===== src/sci_defines.svh =====
// Constants of the serial controller interrupt and host access block.
// Assumes inclusion by bare name from the package and the design module.
`ifndef SCI_DEFINES_SVH
`define SCI_DEFINES_SVH

// Indirect register indices
`define SCI_R_PTR       4'h0
`define SCI_R_SPECIAL   4'h1
`define SCI_R_VECTOR    4'h2
`define SCI_R_PENDING   4'h3
`define SCI_W_IRQCTL    4'h1
`define SCI_W_MASTER    4'h9
`define SCI_R_MISC      4'ha
`define SCI_R_DIVLO     4'hc
`define SCI_R_DIVHI     4'hd
`define SCI_W_MISCCTL   4'he
`define SCI_R_EXTEN     4'hf

// Pointer register fields
`define SCI_PTR_HI      3
`define SCI_PTR_CLR_MSB 4
`define SCI_CMD_MSB     5
`define SCI_CMD_LSB     3
`define SCI_CMD_RST_EXT 3'h2
`define SCI_CMD_ARM_RX  3'h4
`define SCI_CMD_RST_TX  3'h5
`define SCI_CMD_ERR_RST 3'h6
`define SCI_CMD_RST_IUS 3'h7

// Interrupt/handshake control fields
`define SCI_C1_EXT_IE   0
`define SCI_C1_TX_IE    1
`define SCI_C1_PAR_SP   2
`define SCI_C1_RXM_LSB  3
`define SCI_C1_WR_ONRX  5
`define SCI_C1_WR_REQ   6
`define SCI_C1_WR_EN    7
`define SCI_RXM_OFF     2'h0
`define SCI_RXM_FIRST   2'h1
`define SCI_RXM_ALL     2'h2

// Master control fields and misc control
`define SCI_M_VIS       0
`define SCI_M_MIE       3
`define SCI_MC_LOOP     4

// Base status bit positions (also ext enable positions)
`define SCI_S_RXAV      0
`define SCI_S_BRGZ      1
`define SCI_S_TXEMPTY   2
`define SCI_EXT_MASK    8'hfa

// Source slots: channel A receive is slot 0 (highest)
`define SCI_NSRC        6
`define SCI_VST_NONE    3'h3
`define SCI_RST_VAL     8'h00

`endif


===== src/sci_pkg.sv =====
// Types shared by the serial controller interrupt and host access block.
// Assumes sci_defines.svh is reachable by bare name.
`include "sci_defines.svh"

package sci_pkg;

    // Events and data from one channel's serial engine, same clock
    typedef struct packed {
        logic       rx_char;
        logic [7:0] rx_data;
        logic       overrun;
        logic       frame_err;
        logic       end_frame;
        logic       parity_err;
        logic       tx_empty;
        logic       underrun;
        logic       brg_zero;
        logic       brk_abort;
        logic       txd;
    } sci_ch_ev_t;

    // Pin levels of one channel, outside the clock domain
    typedef struct packed {
        logic cts;
        logic carrier_detect_in;
        logic sync;
        logic rxd;
    } sci_ch_pin_t;

endpackage : sci_pkg


===== src/sci_core.sv =====
// Interrupt structure, daisy chain, indirect register access, block
// transfer handshake and local loopback of a dual-channel serial
// controller. Host strobes are synchronous to i_clk; the daisy-chain
// input and per-channel pins are asynchronous and are synchronised here.
//
// Our own choices: the placing of the registers and the address-and-strobe port.
`include "sci_defines.svh"
`timescale 1ns/1ns
`default_nettype none

// Behaviour
// - Loopback ties transmit to receive, echoes pin
// - Loopback ignores enables, keeps their interrupts
// - Status bits 7:3 latched while external pending; two transfer-need bits
// - One pending register covers both channels
// - Acknowledge returns shared vector, readable both channels
// - Three status bits; channel B read modified
// - Six sources, each needs enable and master
// - Source enable bits never read back
// - No pending set while source disabled
// - Request low when pending and chain in high
// - In-service blocks lower sources and chain out
// - Acknowledge sets in-service if chain in high
// - A over B; receive, transmit, external
// - Transmit empty interrupt needs prior write
// - Three receive interrupt modes
// - Special conditions set receive pending and change vector status
// - First-char mode allows specials after first
// - External causes: pins, underrun, zero, break
// - Abort or end-of-poll interrupts on both edges
// - Wait/request line, wait or DMA request
// - Data registers direct, channel select high A
// - Indirect access clears pointer bits 4:0
module sci_core
    import sci_pkg::*;
(
    // Clock and reset
    input  wire logic              i_clk,
    input  wire logic              i_srst,
    // Host register port
    input  wire logic              i_data_cmd,
    input  wire logic              i_chan_a,
    input  wire logic              i_wr_stb,
    input  wire logic              i_rd_stb,
    input  wire logic [7:0]        i_wdata,
    output logic      [7:0]        o_rdata,
    // Interrupt chain
    input  wire logic              i_irq_acknowledge_in,
    input  wire logic              i_chain_enable_in,
    output logic                   o_chain_enable_out,
    output logic                   o_irq_o,
    output logic                   o_irq_oe_n,
    // Block transfer handshake, one per channel, index 1 is A
    output logic      [1:0]        o_wait_req_n,
    // Serial engine side
    input  wire sci_ch_ev_t [1:0]  i_ev,
    input  wire sci_ch_pin_t [1:0] i_pin,
    output logic      [1:0]        o_rxd_int,
    output logic      [1:0]        o_txd_pin,
    output logic      [1:0]        o_tx_enable,
    output logic      [1:0]        o_rx_enable
);

    // lowest set slot is the highest priority
    function automatic logic [2:0] sci_first(input logic [5:0] v);
        logic [2:0] r;
        r = 3'h7;
        for (int k = `SCI_NSRC - 1; k >= 0; k--)
        begin
            if (v[k])
                r = 3'(k);
        end
        return r;
    endfunction : sci_first

    // Mask of this slot and every higher-numbered, lower-priority one
    function automatic logic [5:0] sci_upto(input logic [2:0] s);
        return 6'h3f << s;
    endfunction : sci_upto

    // Pointer decode
    function automatic logic [3:0] sci_reg_idx(input logic [7:0] p);
        logic hi;
        hi = p[`SCI_PTR_HI] & ~p[6] & ~p[5];
        return {hi, p[2:0]};
    endfunction : sci_reg_idx

    // Chain input pin synchroniser
    logic       chain_s1_q;
    logic       chain_s2_q;
    logic [7:0] ptr_q;
    logic [7:0] vec_q;
    logic [7:0] master_q;
    wire  [5:0] ip;
    logic [5:0] ius_q;
    wire  [5:0] ie;
    wire  [1:0] special;
    logic [7:0] rd_d;
    logic [7:0] rd_q;

    wire  [3:0] idx       = sci_reg_idx(ptr_q);
    wire        ack_rd    = i_rd_stb & i_irq_acknowledge_in;
    wire        cmd_wr    = i_wr_stb & ~i_data_cmd & ~i_irq_acknowledge_in;
    wire        cmd_rd    = i_rd_stb & ~i_data_cmd & ~i_irq_acknowledge_in;
    wire        ptr_wr    = cmd_wr & (idx == `SCI_R_PTR);
    wire  [2:0] cmd       = i_wdata[`SCI_CMD_MSB:`SCI_CMD_LSB];
    wire        master_irq_enable       = master_q[`SCI_M_MIE];

    // Slots below the highest in-service one are held off
    wire  [5:0] ius_mask  = (ius_q == 6'h0) ? 6'h0 :
                            sci_upto(sci_first(ius_q));
    wire  [5:0] elig      = ip & ie & ~ius_mask & ~ius_q;
    wire  [2:0] top_src   = sci_first(elig);
    wire        any_req   = master_irq_enable & chain_s2_q & (elig != 6'h0);
    wire  [2:0] top_ius   = sci_first(ius_q);
    wire        ack_hit   = ack_rd & any_req;

    // Vector status code from the highest eligible source
    logic [2:0] vst;
    always_comb
    begin
        case (top_src)
            3'h0:    vst = special[1] ? 3'h7 : 3'h6;
            3'h1:    vst = 3'h4;
            3'h2:    vst = 3'h5;
            3'h3:    vst = special[0] ? 3'h3 : 3'h2;
            3'h4:    vst = 3'h0;
            3'h5:    vst = 3'h1;
            default: vst = `SCI_VST_NONE;
        endcase
    end

    wire  [7:0] vec_mod   = {vec_q[7:4], vst, vec_q[0]};
    wire  [7:0] vec_ack   = master_q[`SCI_M_VIS] ? vec_mod : vec_q;

    // open drain request, enable low while driving
    assign o_irq_o    = 1'b0;
    assign o_irq_oe_n = ~any_req;
    // in-service or acknowledge in progress blocks the chain
    assign o_chain_enable_out = chain_s2_q & (ius_q == 6'h0) &
                                ~(i_irq_acknowledge_in & any_req);
    assign o_rdata    = rd_q;

    always_ff @(posedge i_clk)
    begin
        chain_s1_q <= i_chain_enable_in;
        chain_s2_q <= chain_s1_q;
    end

    // Pointer and shared registers
    always_ff @(posedge i_clk)
    begin
        if (i_srst)
        begin
            ptr_q    <= `SCI_RST_VAL;
            vec_q    <= `SCI_RST_VAL;
            master_q <= `SCI_RST_VAL;
        end
        else
        begin
            // pointer bit 3 selects the upper bank while bits 6 and 5 are low
            if (ptr_wr)
                ptr_q <= i_wdata;
            // one indirect access returns pointer to base
            else if ((cmd_wr | cmd_rd) & (idx != `SCI_R_PTR))
                ptr_q <= {ptr_q[7:5], 5'h00};
            if (cmd_wr & (idx == `SCI_R_VECTOR))
                vec_q <= i_wdata;
            if (cmd_wr & (idx == `SCI_W_MASTER))
                master_q <= i_wdata;
        end
    end

    // In-service bits
    always_ff @(posedge i_clk)
    begin
        if (i_srst)
            ius_q <= 6'h0;
        else
        begin
            // only when this device owns the acknowledge
            if (ack_hit)
                ius_q[top_src] <= 1'b1;
            else if (ptr_wr & (cmd == `SCI_CMD_RST_IUS) & (ius_q != 6'h0))
                ius_q[top_ius] <= 1'b0;
        end
    end

    // Read data stands one cycle after the strobe
    always_ff @(posedge i_clk)
    begin
        if (i_srst)
            rd_q <= `SCI_RST_VAL;
        else if (i_rd_stb)
            rd_q <= rd_d;
    end

    // Per-channel logic, g = 1 is channel A
    logic [7:0] rr_ch [1:0];
    genvar g;
    generate
        for (g = 0; g < 2; g++)
        begin : g_ch
            localparam logic [2:0] BASE = (g == 1) ? 3'h0 : 3'h3;
            logic       cts_s1_q, cts_s2_q, dcd_s1_q, dcd_s2_q;
            logic       syn_s1_q, syn_s2_q, rxd_s1_q, rxd_s2_q;
            logic [7:0] ctl_q, misc_q, dlo_q, dhi_q, exten_q, lat_q;
            logic [7:0] rxbuf_q, err_q;
            logic       rx_av_q, tx_empty_q, tx_loaded_q, arm_q;
            logic       rx_ip_q, tx_ip_q, ext_ip_q;

            wire sel    = (i_chan_a == (g == 1));
            wire c_wr   = cmd_wr & sel;
            wire d_wr   = i_wr_stb & i_data_cmd & sel &
                          ~i_irq_acknowledge_in;
            wire d_rd   = i_rd_stb & i_data_cmd & sel &
                          ~i_irq_acknowledge_in;
            wire [1:0] rxm = ctl_q[`SCI_C1_RXM_LSB +: 2];
            wire loop   = misc_q[`SCI_MC_LOOP];

            wire rx_ie  = (rxm != `SCI_RXM_OFF);
            wire tx_ie  = ctl_q[`SCI_C1_TX_IE];
            wire ext_ie = ctl_q[`SCI_C1_EXT_IE];

            wire spec_ev = i_ev[g].overrun | i_ev[g].frame_err |
                           i_ev[g].end_frame |
                           (i_ev[g].parity_err & ctl_q[`SCI_C1_PAR_SP]);
            wire chr_set = i_ev[g].rx_char &
                           ((rxm == `SCI_RXM_ALL) |
                            ((rxm == `SCI_RXM_FIRST) & arm_q));
            // specials in first-char mode once it has fired
            wire sp_set  = spec_ev & rx_ie &
                           ~((rxm == `SCI_RXM_FIRST) & arm_q);
            // empty counts only after a character was loaded
            wire tx_set  = i_ev[g].tx_empty & tx_loaded_q & tx_ie;

            // live external status, pins are synchronised
            wire [7:0] live = {i_ev[g].brk_abort, i_ev[g].underrun,
                               cts_s2_q, syn_s2_q, dcd_s2_q,
                               1'b0, i_ev[g].brg_zero, 1'b0};
            // any change of an enabled external status level, both edges
            wire ext_chg = ((live ^ lat_q) & exten_q &
                            `SCI_EXT_MASK) != 8'h0;
            wire ext_set = ext_chg & ext_ie;
            wire rst_ext = c_wr & ptr_wr & (cmd == `SCI_CMD_RST_EXT);

            // base status, receive available and transmit empty
            wire [7:0] st0 = {lat_q[7:3], tx_empty_q,
                              live[`SCI_S_BRGZ], rx_av_q};

            always_ff @(posedge i_clk)
            begin
                cts_s1_q <= i_pin[g].cts;
                cts_s2_q <= cts_s1_q;
                dcd_s1_q <= i_pin[g].carrier_detect_in;
                dcd_s2_q <= dcd_s1_q;
                syn_s1_q <= i_pin[g].sync;
                syn_s2_q <= syn_s1_q;
                rxd_s1_q <= i_pin[g].rxd;
                rxd_s2_q <= rxd_s1_q;
            end

            // Channel registers written through the pointer
            always_ff @(posedge i_clk)
            begin
                if (i_srst)
                begin
                    ctl_q   <= `SCI_RST_VAL;
                    misc_q  <= `SCI_RST_VAL;
                    dlo_q   <= `SCI_RST_VAL;
                    dhi_q   <= `SCI_RST_VAL;
                    exten_q <= `SCI_RST_VAL;
                end
                else if (c_wr)
                begin
                    if (idx == `SCI_W_IRQCTL)
                        ctl_q <= i_wdata;
                    if (idx == `SCI_R_DIVLO)
                        dlo_q <= i_wdata;
                    if (idx == `SCI_R_DIVHI)
                        dhi_q <= i_wdata;
                    if (idx == `SCI_W_MISCCTL)
                        misc_q <= i_wdata;
                    if (idx == `SCI_R_EXTEN)
                        exten_q <= i_wdata;
                end
            end

            // Data paths and transfer status; set wins over clear except in arm_q, where a first-mode character wins over the arm command
            always_ff @(posedge i_clk)
            begin
                if (i_srst)
                begin
                    rxbuf_q     <= `SCI_RST_VAL;
                    err_q       <= `SCI_RST_VAL;
                    rx_av_q     <= 1'b0;
                    tx_empty_q  <= 1'b1;
                    tx_loaded_q <= 1'b0;
                    arm_q       <= 1'b1;
                end
                else
                begin
                    if (i_ev[g].rx_char)
                        rxbuf_q <= i_ev[g].rx_data;
                    rx_av_q <= i_ev[g].rx_char | (rx_av_q & ~d_rd);
                    tx_empty_q <= i_ev[g].tx_empty | (tx_empty_q & ~d_wr);
                    tx_loaded_q <= d_wr | (tx_loaded_q & ~i_ev[g].tx_empty);
                    if (i_ev[g].rx_char & (rxm == `SCI_RXM_FIRST))
                        arm_q <= 1'b0;
                    else if (c_wr & ptr_wr & (cmd == `SCI_CMD_ARM_RX))
                        arm_q <= 1'b1;
                    err_q <= {i_ev[g].end_frame, i_ev[g].frame_err,
                              i_ev[g].overrun, i_ev[g].parity_err, 4'h0}
                             | (err_q & ((c_wr & ptr_wr &
                                 (cmd == `SCI_CMD_ERR_RST)) ?
                                8'h0 : 8'hff));
                end
            end

            // every set term is gated by its enable
            always_ff @(posedge i_clk)
            begin
                if (i_srst)
                begin
                    rx_ip_q  <= 1'b0;
                    tx_ip_q  <= 1'b0;
                    ext_ip_q <= 1'b0;
                    lat_q    <= `SCI_RST_VAL;
                end
                else
                begin
                    rx_ip_q  <= rx_ie & (chr_set | sp_set |
                                (rx_ip_q & ~d_rd & ~(c_wr & ptr_wr &
                                 (cmd == `SCI_CMD_ERR_RST))));
                    tx_ip_q  <= tx_ie & (tx_set | (tx_ip_q & ~d_wr &
                                ~(c_wr & ptr_wr &
                                  (cmd == `SCI_CMD_RST_TX))));
                    ext_ip_q <= ext_ie & (ext_set | (ext_ip_q & ~rst_ext));
                    // Status freezes while an external interrupt waits
                    if (~ext_ip_q | rst_ext)
                        lat_q <= live;
                end
            end

            assign ip[BASE]        = rx_ip_q;
            assign ip[BASE + 3'h1] = tx_ip_q;
            assign ip[BASE + 3'h2] = ext_ip_q;
            assign ie[BASE]        = rx_ie;
            assign ie[BASE + 3'h1] = tx_ie;
            assign ie[BASE + 3'h2] = ext_ie;
            assign special[g]      = err_q[7:5] != 3'h0 |
                                     (err_q[4] & ctl_q[`SCI_C1_PAR_SP]);

            // internal transmit feeds receive, pin echoed out
            assign o_rxd_int[g]   = loop ? i_ev[g].txd : rxd_s2_q;
            assign o_txd_pin[g]   = loop ? rxd_s2_q : i_ev[g].txd;
            // pins stop acting as enables in loopback
            assign o_tx_enable[g] = loop | cts_s2_q;
            assign o_rx_enable[g] = loop | dcd_s2_q;

            // request when ready, wait while not ready
            wire ready = ctl_q[`SCI_C1_WR_ONRX] ? rx_av_q : tx_empty_q;
            assign o_wait_req_n[g] = ~(ctl_q[`SCI_C1_WR_EN] &
                                       (ctl_q[`SCI_C1_WR_REQ] ? ready :
                                        ~ready));

            // source enable bits have no read path
            always_comb
            begin
                if (i_data_cmd)
                    rr_ch[g] = rxbuf_q;
                else
                begin
                    case (idx)
                        `SCI_R_PTR:     rr_ch[g] = st0;
                        `SCI_R_SPECIAL: rr_ch[g] = err_q;
                        `SCI_R_VECTOR:  rr_ch[g] = (g == 1) ? vec_q :
                                                    vec_mod;
                        // all six pending bits, channel A only
                        `SCI_R_PENDING: rr_ch[g] = (g == 1) ?
                                           {2'h0, ip[0], ip[1], ip[2],
                                            ip[3], ip[4], ip[5]} : 8'h0;
                        `SCI_R_MISC:    rr_ch[g] = {7'h0, loop};
                        `SCI_R_DIVLO:   rr_ch[g] = dlo_q;
                        `SCI_R_DIVHI:   rr_ch[g] = dhi_q;
                        `SCI_R_EXTEN:   rr_ch[g] = exten_q;
                        default:        rr_ch[g] = 8'h0;
                    endcase
                end
            end
        end
    endgenerate

    // channel select high reads channel A
    always_comb
    begin
        if (i_irq_acknowledge_in)
            rd_d = ack_hit ? vec_ack : 8'h0;
        else
            rd_d = i_chan_a ? rr_ch[1] : rr_ch[0];
    end

endmodule : sci_core

`default_nettype wire


===== config.mk =====
export PLATFORM = sky130hd
export DESIGN_NAME = sci_core
export DESIGN_NICKNAME = d
export VERILOG_FILES = /design/src/sci_pkg.sv /design/src/sci_core.sv
export VERILOG_INCLUDE_DIRS = /design/src
export SDC_FILE = /design/constraint.sdc
export NUM_CORES = 1
export LEC_CHECK = 0
export BUFFER_PORTS_ARGS = -buffer_cell sky130_fd_sc_hd__buf_2
export CORE_MARGIN = 2
export CORE_UTILIZATION = 39
export CTS_CLUSTER_DIAMETER = 40
export DETAILED_ROUTE_END_ITERATION = 10
export RECOVER_POWER = 50
export SYNTH_ARGS = -nofsm -noshare
export SYNTH_HDL_FRONTEND = slang
export SYNTH_SLANG_ARGS = --single-unit

===== constraint.sdc =====
create_clock -name i_clk -period 2.6 [get_ports i_clk]
set_clock_uncertainty 0.2 [all_clocks]
set_input_delay 0.39 -clock i_clk [delete_from_list [all_inputs] [get_ports i_clk]]
set_output_delay 0.39 -clock i_clk [all_outputs]
set_load 0.01 [all_outputs]

### Word-level counts from Yosys, hierarchy flattened

Index checks and enable logic that the tools add are counted.
W data, S select, Z words.

| word-level totals | value |
|---|---|
| logic and storage cells | 315 |
| memories kept | 0 |
| bits of input ports | 60 |
| ROM bits | 0 |
| bits in registers | 182 |
| bits in writable memories | 0 |
| output and inout port bits | 21 |
| latch bits | 0 |

| operators by class | value |
|---|---|
| bitwise operators | 159 |
| mux-type cells | 46 |
| equal/unequal tests | 23 |
| reduce and logical (&&, ||, !) cells | 28 |
| shift-type cells | 1 |
| multipliers | 0 |
| add/sub/neg operators | 0 |
| div/mod/pow operators | 0 |
| magnitude comparators | 4 |

Operators with widths:

| cell | number |
|---|---|
| $and A1 B1 Y1 | 85 |
| $pmux W8 S8 | 1 |
| $mux W8 | 7 |
| $pmux W8 S7 | 1 |
| $and A8 B8 Y8 | 4 |
| $or A1 B1 Y1 | 31 |
| $mux W3 | 10 |
| $not A1 Y1 | 27 |
| $and A6 B6 Y6 | 4 |
| $eq A4 B4 Y1 const B | 6 |
| $reduce_and A2 Y1 | 10 |
| $eq A3 B3 Y1 const B | 6 |
| $mux W6 | 3 |
| $not A6 Y6 | 3 |
| $pmux W3 S6 | 1 |
| $mux W1 | 16 |
| $or A8 B8 Y8 | 2 |
| $reduce_bool A8 Y1 | 2 |
| $xor A8 B8 Y8 | 2 |
| $reduce_bool A2 Y1 | 6 |
| $reduce_bool A6 Y1 | 2 |
| $eq A3 B2 Y1 const B | 3 |
| $eq A4 B2 Y1 const B | 2 |
| $lt A3 B4 Y1 const B | 2 |
| other kinds (18) | 25 |

### Longest topological paths before layout

Gate-level depths: netlist (run 1).

| depth | value |
|---|---|
| word-level depth | 23 |
| mapped depth | 8 |
| depth with buffers taken out | 6 |

### Least setup slack after synthesis (run 1)

OpenSTA, ideal clock, no wires.

| path | value |
|---|---|
| path kind | reg-to-output |
| start | register ius_q[0] |
| end | output port o_chain_enable_out |
| required time | 2.010 ns |
| cell stages (with the launch flop) | 5 |
| path buffers | 1 |
| path slack | 0.348 ns |
| data arrival time | 1.662 ns |
| cell sequence | dfxtp_1 > buf_2 > or4_4 > or3_4 > nor3b_1 |

| on the way | value |
|---|---|
| word-level cells in the longest chain between the ends | 11 |
| elaborated cells between the ends (all ways) | 14 |
| those cells by class | shift (1); mux (2); bitwise (9); reduce/logical (2) |

Ends and longest elaborated chain:

| what | RTL line | text |
|---|---|---|
| start, declared | sci_core.sv:95 | `logic [5:0] ius_q;` |
| start signal, assigned | sci_core.sv:178 | `ius_q <= 6'h0;` |
| start signal, assigned by index | sci_core.sv:183 | `ius_q[top_src] <= 1'b1;` |
| start signal, assigned by index | sci_core.sv:185 | `ius_q[top_ius] <= 1'b0;` |
| $mux W3 | sci_core.sv:70 | `if (v[k])` |
| $shl A6 B3 Y6 | sci_core.sv:78 | `return 6'h3f << s;` |
| $mux W6 | sci_core.sv:110 | `wire [5:0] ius_mask = (ius_q == 6'h0) ? 6'h0 :` |
| $not A6 Y6 | sci_core.sv:112 | `wire [5:0] elig = ip & ie & ~ius_mask & ~ius_q;` |
| $and A6 B6 Y6 (2 in series) | sci_core.sv:112 |  |
| $reduce_bool A6 Y1 | sci_core.sv:114 | `wire any_req = master_irq_enable & chain_s2_q & (elig != 6'h0);` |
| $and A1 B1 Y1 | sci_core.sv:114 |  |
| $and A1 B1 Y1 | sci_core.sv:141 | `~(i_irq_acknowledge_in & any_req);` |
| $not A1 Y1 | sci_core.sv:141 |  |
| $and A1 B1 Y1 * | sci_core.sv:140 | `assign o_chain_enable_out = chain_s2_q & (ius_q == 6'h0) &` |
| end, declared | sci_core.sv:50 | `output logic o_chain_enable_out,` |

Mark *: on every way between the ends. The rest lies on a longest branch, timed or not.

### Worst setup path after layout (run 1)

| path | value |
|---|---|
| start | register ius_q[1] |
| end | output port o_chain_enable_out |

| on the way | value |
|---|---|
| word-level cells in the longest chain between the ends | 12 |
| elaborated cells between the ends (all ways) | 15 |
| those cells by class | shift (1); mux (3); bitwise (9); reduce/logical (2) |

Ends and longest elaborated chain:

| what | RTL line |
|---|---|
| $mux W3 (2 in series) | sci_core.sv:70 |
| $shl A6 B3 Y6 | sci_core.sv:78 |
| $mux W6 | sci_core.sv:110 |
| $not A6 Y6 | sci_core.sv:112 |
| $and A6 B6 Y6 (2 in series) | sci_core.sv:112 |
| $reduce_bool A6 Y1 | sci_core.sv:114 |
| $and A1 B1 Y1 | sci_core.sv:114 |
| $and A1 B1 Y1 | sci_core.sv:141 |
| $not A1 Y1 | sci_core.sv:141 |
| $and A1 B1 Y1 * | sci_core.sv:140 |

Marks and branches as above.

==> results of run 1 <==
-- tightest hold or removal path: stages --
cell     delay, ps
buf_2           70
mux2i_1         60
nor2_1          80
-- path summary, 6_finish.rpt --
kind / from / slack (ps) / endpoint
max: ius_q[1] / -30 / o_chain_enable_out
min: i_ev[16] / 10 / g_ch[0].rxbuf_q[7]
max reg2reg: ptr_q[0] / 60 / g_ch[0].rx_ip_q
min reg2reg: g_ch[1].dcd_s1_q / 130 / g_ch[1].dcd_s2_q
-- flip-flops by register name, summed over array words and instances (netlist names), 6 cells and up --
name and cells:
g_ch.ctl_q 16, g_ch.dhi_q 16, g_ch.dlo_q 16, g_ch.err_q 16
g_ch.exten_q 16, g_ch.lat_q 12, g_ch.rxbuf_q 16, ius_q 6
o_rdata 8, ptr_q 6, vec_q 8
-- through the flow --
stage | hold slack [ps] | setup TNS, ps | instances
floorplan | 109.6 | 0 | 876
global placement | 110.0 | 0 | 1213
detailed placement | 113.6 | 0 | 1213
CTS | 1.235 | -51.45 | 1279
global route | 14.09 | -209.2 | 1280
finish | 13.12 | -32.73 | 1280
-- area by class of cell --
type	count	area [um^2]	share of cell area
Tap cell	270	337.8	0.03504
Timing Repair Buffer	159	1040	0.1079
Clock buffer	18	429.2	0.04452
Clock inverter	14	161.4	0.01674
Multi-Input combinational cell	642	4200	0.4357
Inverter	5	18.77	0.001947
Sequential cell	172	3453	0.3582
-- cell usage after synthesis, types with 5 or more instances --
cell type  instances
and3_1             5
nor2b_1           10
a221oi_1          11
and2_1            12
mux2i_1           93
nand3_1           45
inv_1              5
o21ai_0           13
clkbuf_1          41
o21ai_1            6
mux2_2             8
nand2b_1           9
a221o_1            6
nand2_1           70
buf_2             13
dfxtp_1          172
a22o_1             7
a22oi_1           14
nor3b_1            5
xor2_1            15
a21oi_1           66
a31oi_1            9
nor2_1           125
nor3_1            16
a2111oi_0          5
-- where the power goes --
part	total (uW)	switching, uW	internal [uW]
registers	2750	57.7	2690
clock network	2590	1150	1440
logic	522	314	208
-- what timing repair did --
action / CTS / global route
pin swaps: 2 / 2
gates resized for setup: 13 / 6
endpoints found under the hold margin: 32 / 0
endpoints found under the setup margin: 2 / 4
hold buffers: 32 / 0
setup buffers: 2 / 1
-- cells by family after synthesis --
family | Yosys count
mux | 102
other cells | 1
simple gates | 336
xor+xnor | 15
buf+inv | 62
flops | 172
compound gates | 188
-- placed cells by master, fill, tap and decap left out, types with 16 or more instances in the layout --
master	n
buf_2	59
clkbuf_1	26
nor3_1	16
buf_4	39
nand2_1	70
nand3_1	45
clkbuf_16	17
dfxtp_1	166
mux2i_1	93
a21oi_1	66
dlygate4sd3_1	32
nor2_1	126
-- metal layers --
layer,vias up,share of wire,track usage
met5,-,0,0
met4,0,0.036,0.1068
met3,59,0.061,0.04406
met2,286,0.45,0.3899
met1,3412,0.46,0.3411
li1,3391,-,-
==> summary.txt, run 1 <==
Worst setup path
  • Reg2Reg Depth: 7
  • Critical Path Fanout Max: 7
  • Delay-heaviest family, CP: simple AND/OR/NAND/NOR gates
  • Critical path buffers and inverters: 1
  • Critical Path, Cell by Cell: or4_4 > or3_4 > nor3b_2 > buf_2
  • Crit path arrival time: 2040 ps
  • CP max stage delay: 530 ps
  • Critical-path top delay cell: or4_4
  • Stages on worst setup path: 4
  • CP startpoint kind: flip-flop
  • Required @ worst endpoint: 2010 ps
  • Critical Path End Type: output port
  • Crit Path Category: flip-flop to output port

Routing
  • Via density: 5.584
  • DR pass1 iterations: 6
  • Initial DRC count: 539
  • Drt drc: 0
  • Routed len/inst: 20.89 um
  • Routed WL: 26.74 mm
  • Vias: 7148
  • Detail Route Antenna Nets: 0

STA
  • Final hold violations: 0
  • Final slew viol count: 41
  • Endpoints failing setup: 1
  • Relative slew slack: -0.1647
  • Worst Tran Pin Value: about 1700 ps
  • RSZ-0062 raised after global routing: yes
  • Final WS setup: -32.73 ps
  • Period minus WS final: 2633 ps
  • Max Fclk: ~0.38 GHz
  • Final worst path period share: 1.013

Logic synthesis
  • Yosys reg bits: 172
  • Top post-synthesis cells by area: dfxtp_1 (44%), mux2i_1 (12%), nor2_1 (5.9%)
  • Seq/Total Area, Yosys: 0.4356
  • Mapped Cells: slightly below 900
  • Asr flop ratio synth: 0
  • Post-synthesis xor/xnor area fraction: 0.01662
  • Syn avg cell area: around 9 um^2
  • Syn_nets: ~940
  • Yosys warnings: 0
  • Top_reg_cell synth: dfxtp_1
  • Synth Area in Compound Gates: 0.1676
  • Mux cell area share after synthesis: 0.1306
  • Post-synth top area cell: dfxtp_1
  • Synth Area in Adders: 0
  • Post-synth EDFFs: 0
  • Distinct cell type count after synthesis: 81
  • Post-Synth Simple-Gate Area: 0.2156
  • Synthesized area: approximately 0.0079 mm^2
  • Largest family of logic cells by synthesized area: simple AND/OR/NAND/NOR gates
  • Share of the synthesized area in the top cell type: 0.4356

Placement
  • Detail Placement HPWL: 19.02 mm
  • Placer Congestion: 1.029
  • Placed Instance Area: 0.008757 mm^2
  • Post-Place Worst Slack: 151.0 ps
  • Buffers on Ports: 79

Power
  • Total power: 5867 uW
  • Leak pwr: 0.003728 uW
  • Worst VDD drop: around 0.37 mV
  • PwrDens: 608.6 mW/mm^2

Clocking
  • Clk Tree Root Cell: clkbuf_16
  • TritonCTS clock tree: done
  • Sink Count: approximately 170
  • Worst-path clk slew: 80 ps
  • Clock Tree Buf Depth: 2
  • CTS Buf Count: 17
  • Clk Latency, worst-skew pair: 440 ps
  • H-tree level count: 4

Global route
  • Largest net degree at the start of global routing: 47
  • Gr ovfl total: 0
  • Antenna violations before repair: 0
  • GR Util All Layers: 0.2498
  • First-pass GRT wire length: 40.74 mm
  • Vias in the first global route: 6860

Floorplan
  • I/O pins: 81
  • Die W: 146.4 um
  • Std cell rows: 52
  • Die area: 0.02142 mm^2
  • Die H: 146.4 um
  • Starting density of the core: 0.3944
  • Core Region: 0.02004 mm^2

Cells and area
  • Layout Nets: ~1100
  • Design Area, Final: 0.009641 mm^2
  • ANT cells: 0
  • Layout Utilization: 0.4811
  • Area Growth Syn to Fin: 21.97%
  • Fill count: 2001
  • Layout cells sized above 1: 0.1802

Status
  • Failing checks: max-capacitance violations, max-slew violations, negative setup slack
  • Outcome: finished, violations left

Hold path
  • Hold path depth: 3
  • Worst Hold Class: input port to flip-flop

Flow run
  • Max Cap Viol: 1
Note: power is estimated with default switching activity, not from simulation.
==> inputs of run 2 (changes only) <==
--- a/config.mk
+++ b/config.mk
@@ -11,6 +11,8 @@
 export CORE_UTILIZATION = 39
 export CTS_CLUSTER_DIAMETER = 40
 export DETAILED_ROUTE_END_ITERATION = 10
+export GPL_TIMING_DRIVEN = 0
+export PLACE_DENSITY = 0.65
 export RECOVER_POWER = 50
 export SYNTH_ARGS = -nofsm -noshare
 export SYNTH_HDL_FRONTEND = slang
==> run 2 against run 1 <==
Against the previous run:
- the run ends with negative setup slack left
- die area is the same
- routed wire length up 9.3%
- sequential share of layout area about the same
- cell count increased by 0.63%
- total power up 1.4%
- largest cell class unchanged
- largest power group unchanged
==> summary.txt, run 2 (synthesized netlist as in run 1, its figures left out) <==
Status
  • Outcome: finished, violations left (unchanged)
  • Failing checks: negative setup slack (was max-capacitance violations, max-slew violations, negative setup slack)

Global route
  • Antenna violations before repair: 0 (unchanged)
  • Vias in the first global route: 6923 (was 6860)
  • First-pass GRT wire length: 43.19 mm (was 40.74 mm)
  • Largest net degree at the start of global routing: 17 (was 47)
  • Gr ovfl total: 0 (unchanged)
  • GR Util All Layers: 0.2705 (was 0.2498)

Cells and area
  • Layout Nets: 1065 (was 1057)
  • Most common cell after layout, fill and taps aside: dfxtp_1 (unchanged)
  • Commonest non-fill, non-tap cells in the layout: dfxtp_1 (168), nor2_1 (124), mux2i_1 (93) (was dfxtp_1 (166), nor2_1 (126), mux2i_1 (93))
  • Layout cells sized above 1: 0.1591 (was 0.1802)
  • Layout Utilization: 0.4810 (was 0.4811)
  • Layout Cells excl Fill: 1288 (was 1280)
  • ANT cells: 0 (unchanged)
  • Area Growth Syn to Fin: 21.96% (was 21.97%)

Power
  • Leak pwr: 0.003650 uW (was 0.003728 uW)
  • Worst VDD drop: 0.4343 mV (was 0.3696 mV)
  • PwrDens: 617.4 mW/mm^2 (was 608.6 mW/mm^2)

Clocking
  • Clk Tree Root Cell: clkbuf_16 (unchanged)
  • Clock Tree Buf Depth: 2 (unchanged)
  • TritonCTS clock tree: done (unchanged)
  • Sink Count: 172 (unchanged)
  • Worst-path clk slew: 70 ps (was 80 ps)
  • CTS Buf Count: 17 (unchanged)
  • H-tree level count: 4 (unchanged)
  • Clk Latency, worst-skew pair: 440 ps (about the same)

Floorplan
  • Std cell rows: 52 (unchanged)
  • I/O pins: 81 (unchanged)
  • Core Region: 0.02004 mm^2 (unchanged)
  • Die area: 0.02142 mm^2 (unchanged)
  • Die H: 146.4 um (unchanged)
  • Die W: 146.4 um (unchanged)
  • Starting density of the core: 0.3944 (unchanged)

Worst setup path
  • Critical Path Fanout Max: 7 (unchanged)
  • CP max stage delay: 1000 ps (was 530 ps)
  • CP startpoint kind: flip-flop (unchanged)
  • Crit path arrival time: 2830 ps (was 2040 ps)
  • Critical Path, Cell by Cell: nand2b_1 > nor3_1 > a22o_1 > o41ai_2 > a221oi_2 > a221o_1 (was or4_4 > or3_4 > nor3b_2 > buf_2)
  • Required @ worst endpoint: 2790 ps (was 2010 ps)
  • Critical Path End Type: flip-flop (was output port)
  • Crit Path Category: flip-flop to flip-flop (was flip-flop to output port)
  • Critical-path top delay cell: nor3_1 (was or4_4)

Routing
  • DR pass1 iterations: 6 (unchanged)
  • Routed len/inst: 22.69 um (was 20.89 um)
  • Vias: 7520 (was 7148)
  • Drt drc: 0 (unchanged)
  • Initial DRC count: 645 (was 539)
  • Routed WL: 29.23 mm (was 26.74 mm)
  • Detail Route Antenna Nets: 0 (unchanged)
  • Via density: 5.839 (was 5.584)

STA
  • Final worst path period share: 1.017 (was 1.013)
  • Final hold violations: 0 (unchanged)
  • Period minus WS final: 2644 ps (was 2633 ps)
  • Endpoints failing setup: 4 (was 1)
  • Worst Tran Pin Value: 1289 ps (was 1747 ps)
  • Final WS setup: -43.58 ps (was -32.73 ps)
  • Max Fclk: 0.3783 GHz (was 0.3798 GHz)
  • Final slew viol count: 0 (was 41)
  • Relative slew slack: 0.1340 (was -0.1647)
  • RSZ-0062 raised after global routing: yes (unchanged)

Hold path
  • Worst Hold Class: input port to flip-flop (unchanged)

Placement
  • Buffers on Ports: 71 (was 79)
  • Placed Cells: 1217 (was 1213)
  • Placer Congestion: 0.9890 (was 1.029)
  • Detail Placement HPWL: 21.02 mm (was 19.02 mm)

Flow run
  • Max Cap Viol: 0 (was 1)
## run 2: changes by cell type in the layout (fill, tap and decap cells not counted), moves of 3 or more
cell      before  now
buf_4         39    8
clkbuf_1      26   61
inv_8          3    0
clkbuf_8       0    3
dfxtp_2        5    2
buf_6          0    3
## run 2: worst max-delay path, delay by kind of cell (launching register included)
family / cells / cell delay, ps
compound gates: 4 / 820
flops: 1 / 350
simple gates: 2 / 1230
## run 2: report_power, final
part	switching (uW)	internal (uW)	total, uW
sequential	58.4	2690	2750
clock	1140	1510	2650
combinational	351	199	551
## run 2: path summary, 6_finish.rpt
| path | startpoint | end | slack (ps) | cells past startpoint |
|---|---|---|---|---|
| min | i_ev[32] | g_ch[1].rxbuf_q[5] | 3 | 3 |
| min reg2reg | g_ch[0].cts_s1_q | g_ch[0].cts_s2_q | 130 | 0 |
| max reg2reg | ptr_q[1] | o_rdata[1] | -40 | 6 |
| max | ptr_q[1] | o_rdata[1] | -40 | 6 |
## run 2: area by class of cell
| type | count | area, um^2 |
|---|---|---|
| Buffer | 57 | 260.3 |
| Clock buffer | 21 | 470.5 |
| Clock inverter | 11 | 132.6 |
| Fill cell | 1979 | 10400 |
| Inverter | 5 | 18.77 |
| Multi-Input combinational cell | 642 | 4269 |
| Sequential cell | 172 | 3453 |
| Tap cell | 270 | 337.8 |
| Timing Repair Buffer | 110 | 696.9 |
## run 2: metrics by stage
stage	total power (uW)	setup WS [ps]	hold WS, ps	cell area, um^2	TNS [ps]
after global placement	3309	-3.419	110.8	8597	-3.419
after detailed placement	3312	-46.97	112.1	8597	-251.5
after CTS	5958	-2.947	0.2507	9597	-2.947
final	5951	-43.58	2.690	9639	-125.2
after global routing	6118	-121.8	7.552	9639	-1811
after floorplan	3078	348.3	109.6	7904	0
## run 2: layer usage
layer | wire, um | track usage
met1 | 12740 | 0.3677
met2 | 12930 | 0.4099
met4 | 1254 | 0.1291
met3 | 2304 | 0.05844
met5 | 0 | 0
## run 2: what timing repair did
action | CTS | global route
pin swaps | 2 | 5
buffers inserted | 3 | 5
hold buffers | 31 | 0
endpoints found under the setup margin | 10 | 42
endpoints found under the hold margin | 31 | 0
gates resized for setup | 19 | 14
==> inputs of run 3 (changes only) <==
--- a/config.mk
+++ b/config.mk
@@ -14,6 +14,7 @@
 export GPL_TIMING_DRIVEN = 0
 export PLACE_DENSITY = 0.65
 export RECOVER_POWER = 50
+export SLEW_MARGIN = 20
 export SYNTH_ARGS = -nofsm -noshare
 export SYNTH_HDL_FRONTEND = slang
 export SYNTH_SLANG_ARGS = --single-unit
==> constraint.sdc (replaced) <==
create_clock -name i_clk -period 3.35 [get_ports i_clk]
set_clock_uncertainty 0.2 [all_clocks]
set_input_delay 0.5025 -clock i_clk [delete_from_list [all_inputs] [get_ports i_clk]]
set_output_delay 0.5025 -clock i_clk [all_outputs]
set_load 0.01 [all_outputs]
==> run 3 against run 2 <==
Against the previous run:
- the flow now finishes without violations
- worst hold slack better by 73 ps
- routed wire length fell by 2.4%
- clock power down 23%
- global-route usage fell by 0.45 points
- critical path depth rose by 1
- first-iteration DRC count is 14% higher
- sequential share of layout area is 1.6 points higher
- sequential cell count is the same
- non-clock buffer count down 30
- cell count fell by 2.3%
- count of clock-buffer cells in the layout unchanged
- design area shrank 4.5%
- critical path type unchanged
- largest power group unchanged
- highest routed layer unchanged
==> summary.txt, run 3 (synthesized netlist as in run 1, its figures left out) <==
Floorplan
  • Die H: 146.4 um (unchanged)
  • Starting density of the core: 0.3944 (unchanged)
  • I/O pins: 81 (unchanged)
  • Core Region: 0.02004 mm^2 (unchanged)
  • Die area: 0.02142 mm^2 (unchanged)
  • Die W: 146.4 um (unchanged)
  • Std cell rows: 52 (unchanged)

Worst setup path
  • CP startpoint kind: flip-flop (unchanged)
  • Reg2Reg Setup Slack: 190 ps (was -40 ps)
  • Critical R2R Capture: g_ch[1].lat_q[5] (was o_rdata[1])
  • Critical Path Sink: g_ch[1].lat_q[5] (was o_rdata[1])
  • Critical Path, Cell by Cell: clkbuf_1 > or3_1 > nor2_4 > nand3_2 > o21ai_1 > mux2i_1 > nor2_1 (was nand2b_1 > nor3_1 > a22o_1 > o41ai_2 > a221oi_2 > a221o_1)
  • Critical Path Fanout Max: 10 (was 7)
  • Critical path buffers and inverters: 1 (was 0)
  • Stages on worst setup path: 7 (was 6)
  • Critical-path top delay cell: o21ai_1 (was nor3_1)
  • CP max stage delay: 720 ps (was 1000 ps)
  • Crit Path Category: flip-flop to flip-flop (unchanged)
  • Delay-heaviest family, CP: simple AND/OR/NAND/NOR gates (unchanged)
  • CP Launch Point: ptr_q[0] (was ptr_q[1])
  • R2R Path Start: ptr_q[0] (was ptr_q[1])
  • Critical Path End Type: flip-flop (unchanged)
  • Required @ worst endpoint: 3450 ps (was 2790 ps)
  • Crit path arrival time: 3260 ps (was 2830 ps)
  • Reg2Reg Depth: 7 (was 6)

Power
  • Seq pwr share: 0.466 (was 0.462)
  • Switching share of total power: 0.2602 (was 0.2607)
  • Clock power frac: 0.447 (was 0.445)
  • Sw Pwr: 1194 uW (was 1552 uW)
  • Leak pwr: 0.003482 uW (was 0.003650 uW)
  • Gate power share: 0.087 (was 0.093)
  • Worst VDD drop: 0.3373 mV (was 0.4343 mV)
  • Int Power: 3395 uW (was 4400 uW)
  • PwrDens: 498.5 mW/mm^2 (was 617.4 mW/mm^2)

Status
  • Outcome: finished clean (was finished, violations left)

Routing
  • DR pass1 iterations: 5 (was 6)
  • Drt drc: 0 (unchanged)
  • Vias: 7245 (was 7520)
  • Routed len/inst: 22.68 um (was 22.69 um)
  • Detail Route Antenna Nets: 0 (unchanged)
  • Routed WL: 28.54 mm (was 29.23 mm)
  • Via density: 5.759 (was 5.839)
  • Initial DRC count: 736 (was 645)

Placement
  • Detail Placement HPWL: 21.02 mm (unchanged)
  • Placer Congestion: 0.9890 (unchanged)
  • Placed Instance Area: 0.008597 mm^2 (unchanged)
  • Buffers on Ports: 71 (unchanged)
  • Post-Place Worst Slack: 590.5 ps (was -46.97 ps)

STA
  • Period minus WS final: 3162 ps (was 2644 ps)
  • RSZ-0062 raised after global routing: no (was yes)
  • Final worst path period share: 0.9440 (was 1.017)
  • Max Fclk: 0.3162 GHz (was 0.3783 GHz)
  • Relative slew slack: 0.3109 (was 0.1340)
  • Final WS setup: 187.7 ps (was -43.58 ps)
  • TNS Setup: 0 ps (was -125.2 ps)
  • Worst Tran Pin Value: 1034 ps (was 1289 ps)
  • WHS: 76.11 ps (was 2.690 ps)
  • Final slew viol count: 0 (unchanged)
  • Final hold violations: 0 (unchanged)
  • Endpoints failing setup: 0 (was 4)

Cells and area
  • Most common cell after layout, fill and taps aside: dfxtp_1 (unchanged)
  • Layout Nets: 1035 (was 1065)
  • Layout cells sized above 1: 0.1296 (was 0.1591)
  • ANT cells: 0 (unchanged)
  • Commonest non-fill, non-tap cells in the layout: dfxtp_1 (172), nor2_1 (127), mux2i_1 (93) (was dfxtp_1 (168), nor2_1 (124), mux2i_1 (93))
  • Design Area, Final: 0.009204 mm^2 (was 0.009639 mm^2)
  • Area Growth Syn to Fin: 16.45% (was 21.96%)

Flow run
  • Max Cap Viol: 0 (unchanged)

Hold path
  • Worst Hold Class: input port to flip-flop (unchanged)
  • Worst hold start: i_ev[5] (was i_ev[32])

Clocking
  • CTS Buf Count: 17 (unchanged)
  • Clk Tree Root Cell: clkbuf_16 (unchanged)
  • H-tree level count: 4 (unchanged)
  • Clock Tree Buf Depth: 2 (unchanged)
  • TritonCTS clock tree: done (unchanged)
  • Clk Latency, worst-skew pair: 450 ps (was 440 ps)
  • Worst-path clk slew: 70 ps (about the same)
  • Sink Count: 172 (unchanged)
  • Post-cts sizing count: 0 (was 19)

Global route
  • GR Util All Layers: 0.2660 (was 0.2705)
  • Antenna violations before repair: 0 (unchanged)
  • Gr ovfl total: 0 (unchanged)
  • First-pass GRT wire length: 42.43 mm (was 43.19 mm)
  • Largest net degree at the start of global routing: 17 (unchanged)
  • Vias in the first global route: 6764 (was 6923)
-- run 3: cell types whose count changed in the layout (fill, tap and decap cells not counted), sizes merged --
cell / delta
dlygate4sd3: -22
buf: -8
-- run 3: how the worst min path moves through the flow --
| stage | endpoint | slack [ps] | cells past startpoint |
|---|---|---|---|
| 2_1_floorplan | chain_s2_q | 110 | 0 |
| 3_3_place_gp | g_ch[1].rxd_s2_q | 110 | 0 |
| 3_5_place_dp | g_ch[1].rxd_s2_q | 110 | 0 |
| 4_1_cts | g_ch[1].tx_empty_q | 70 | 2 |
| 5_1_grt | g_ch[0].err_q[5] | 80 | 3 |
| 6_report | g_ch[0].err_q[4] | 80 | 3 |
-- run 3: layer usage --
layer	global-route usage	share of wire	up-vias
li1	-	-	3355
met1	0.3677	0.45	3487
met2	0.3967	0.44	335
met3	0.05344	0.074	68
met4	0.1311	0.044	0
met5	0	0	-
-- run 3: metrics by stage --
step | total power (uW) | utilization | instances
detailed placement | 2571 | 0.4290 | 1217
global route | 4718 | 0.4593 | 1258
global placement | 2568 | 0.4290 | 1217
CTS | 4604 | 0.4636 | 1258
floorplan | 2389 | - | 876
finish | 4588 | 0.4593 | 1258
-- run 3: power groups by stage --
stage,sequential [uW],clock [uW],combinational [uW]
detailed placement,2180,0,389
global route,2140,2160,418
finish,2140,2050,398
floorplan,2160,0,226
global placement,2180,0,387
CTS,2140,2070,398
-- run 3: layout make-up --
cell class | count | area [um^2]
sequential | 172 | 3443
clock inverter | 11 | 132.6
tap | 270 | 337.8
buffer | 57 | 239.0
multi-input combinational | 642 | 4141
inverter | 5 | 18.77
timing repair buffer | 80 | 420.4
fill | 2035 | 10840
clock buffer | 21 | 470.5
-- run 3: worst register-to-register path: cells and delay by family, from the launching register on --
family                 cells  cell delay [ps]
AO/OA/AOI/OAI              1              720
flip-flops                 1              340
buffers and inverters      1              320
multiplexers               1              280
AND/OR/NAND/NOR            4             1160
-- run 3: repair_timing --
item | 4_1_cts | 5_1_grt
hold endpoints to repair | 9 | 0
endpoints found under the setup margin | 0 | 0
hold buffers | 9 | 0
buffers inserted | 0 | 0
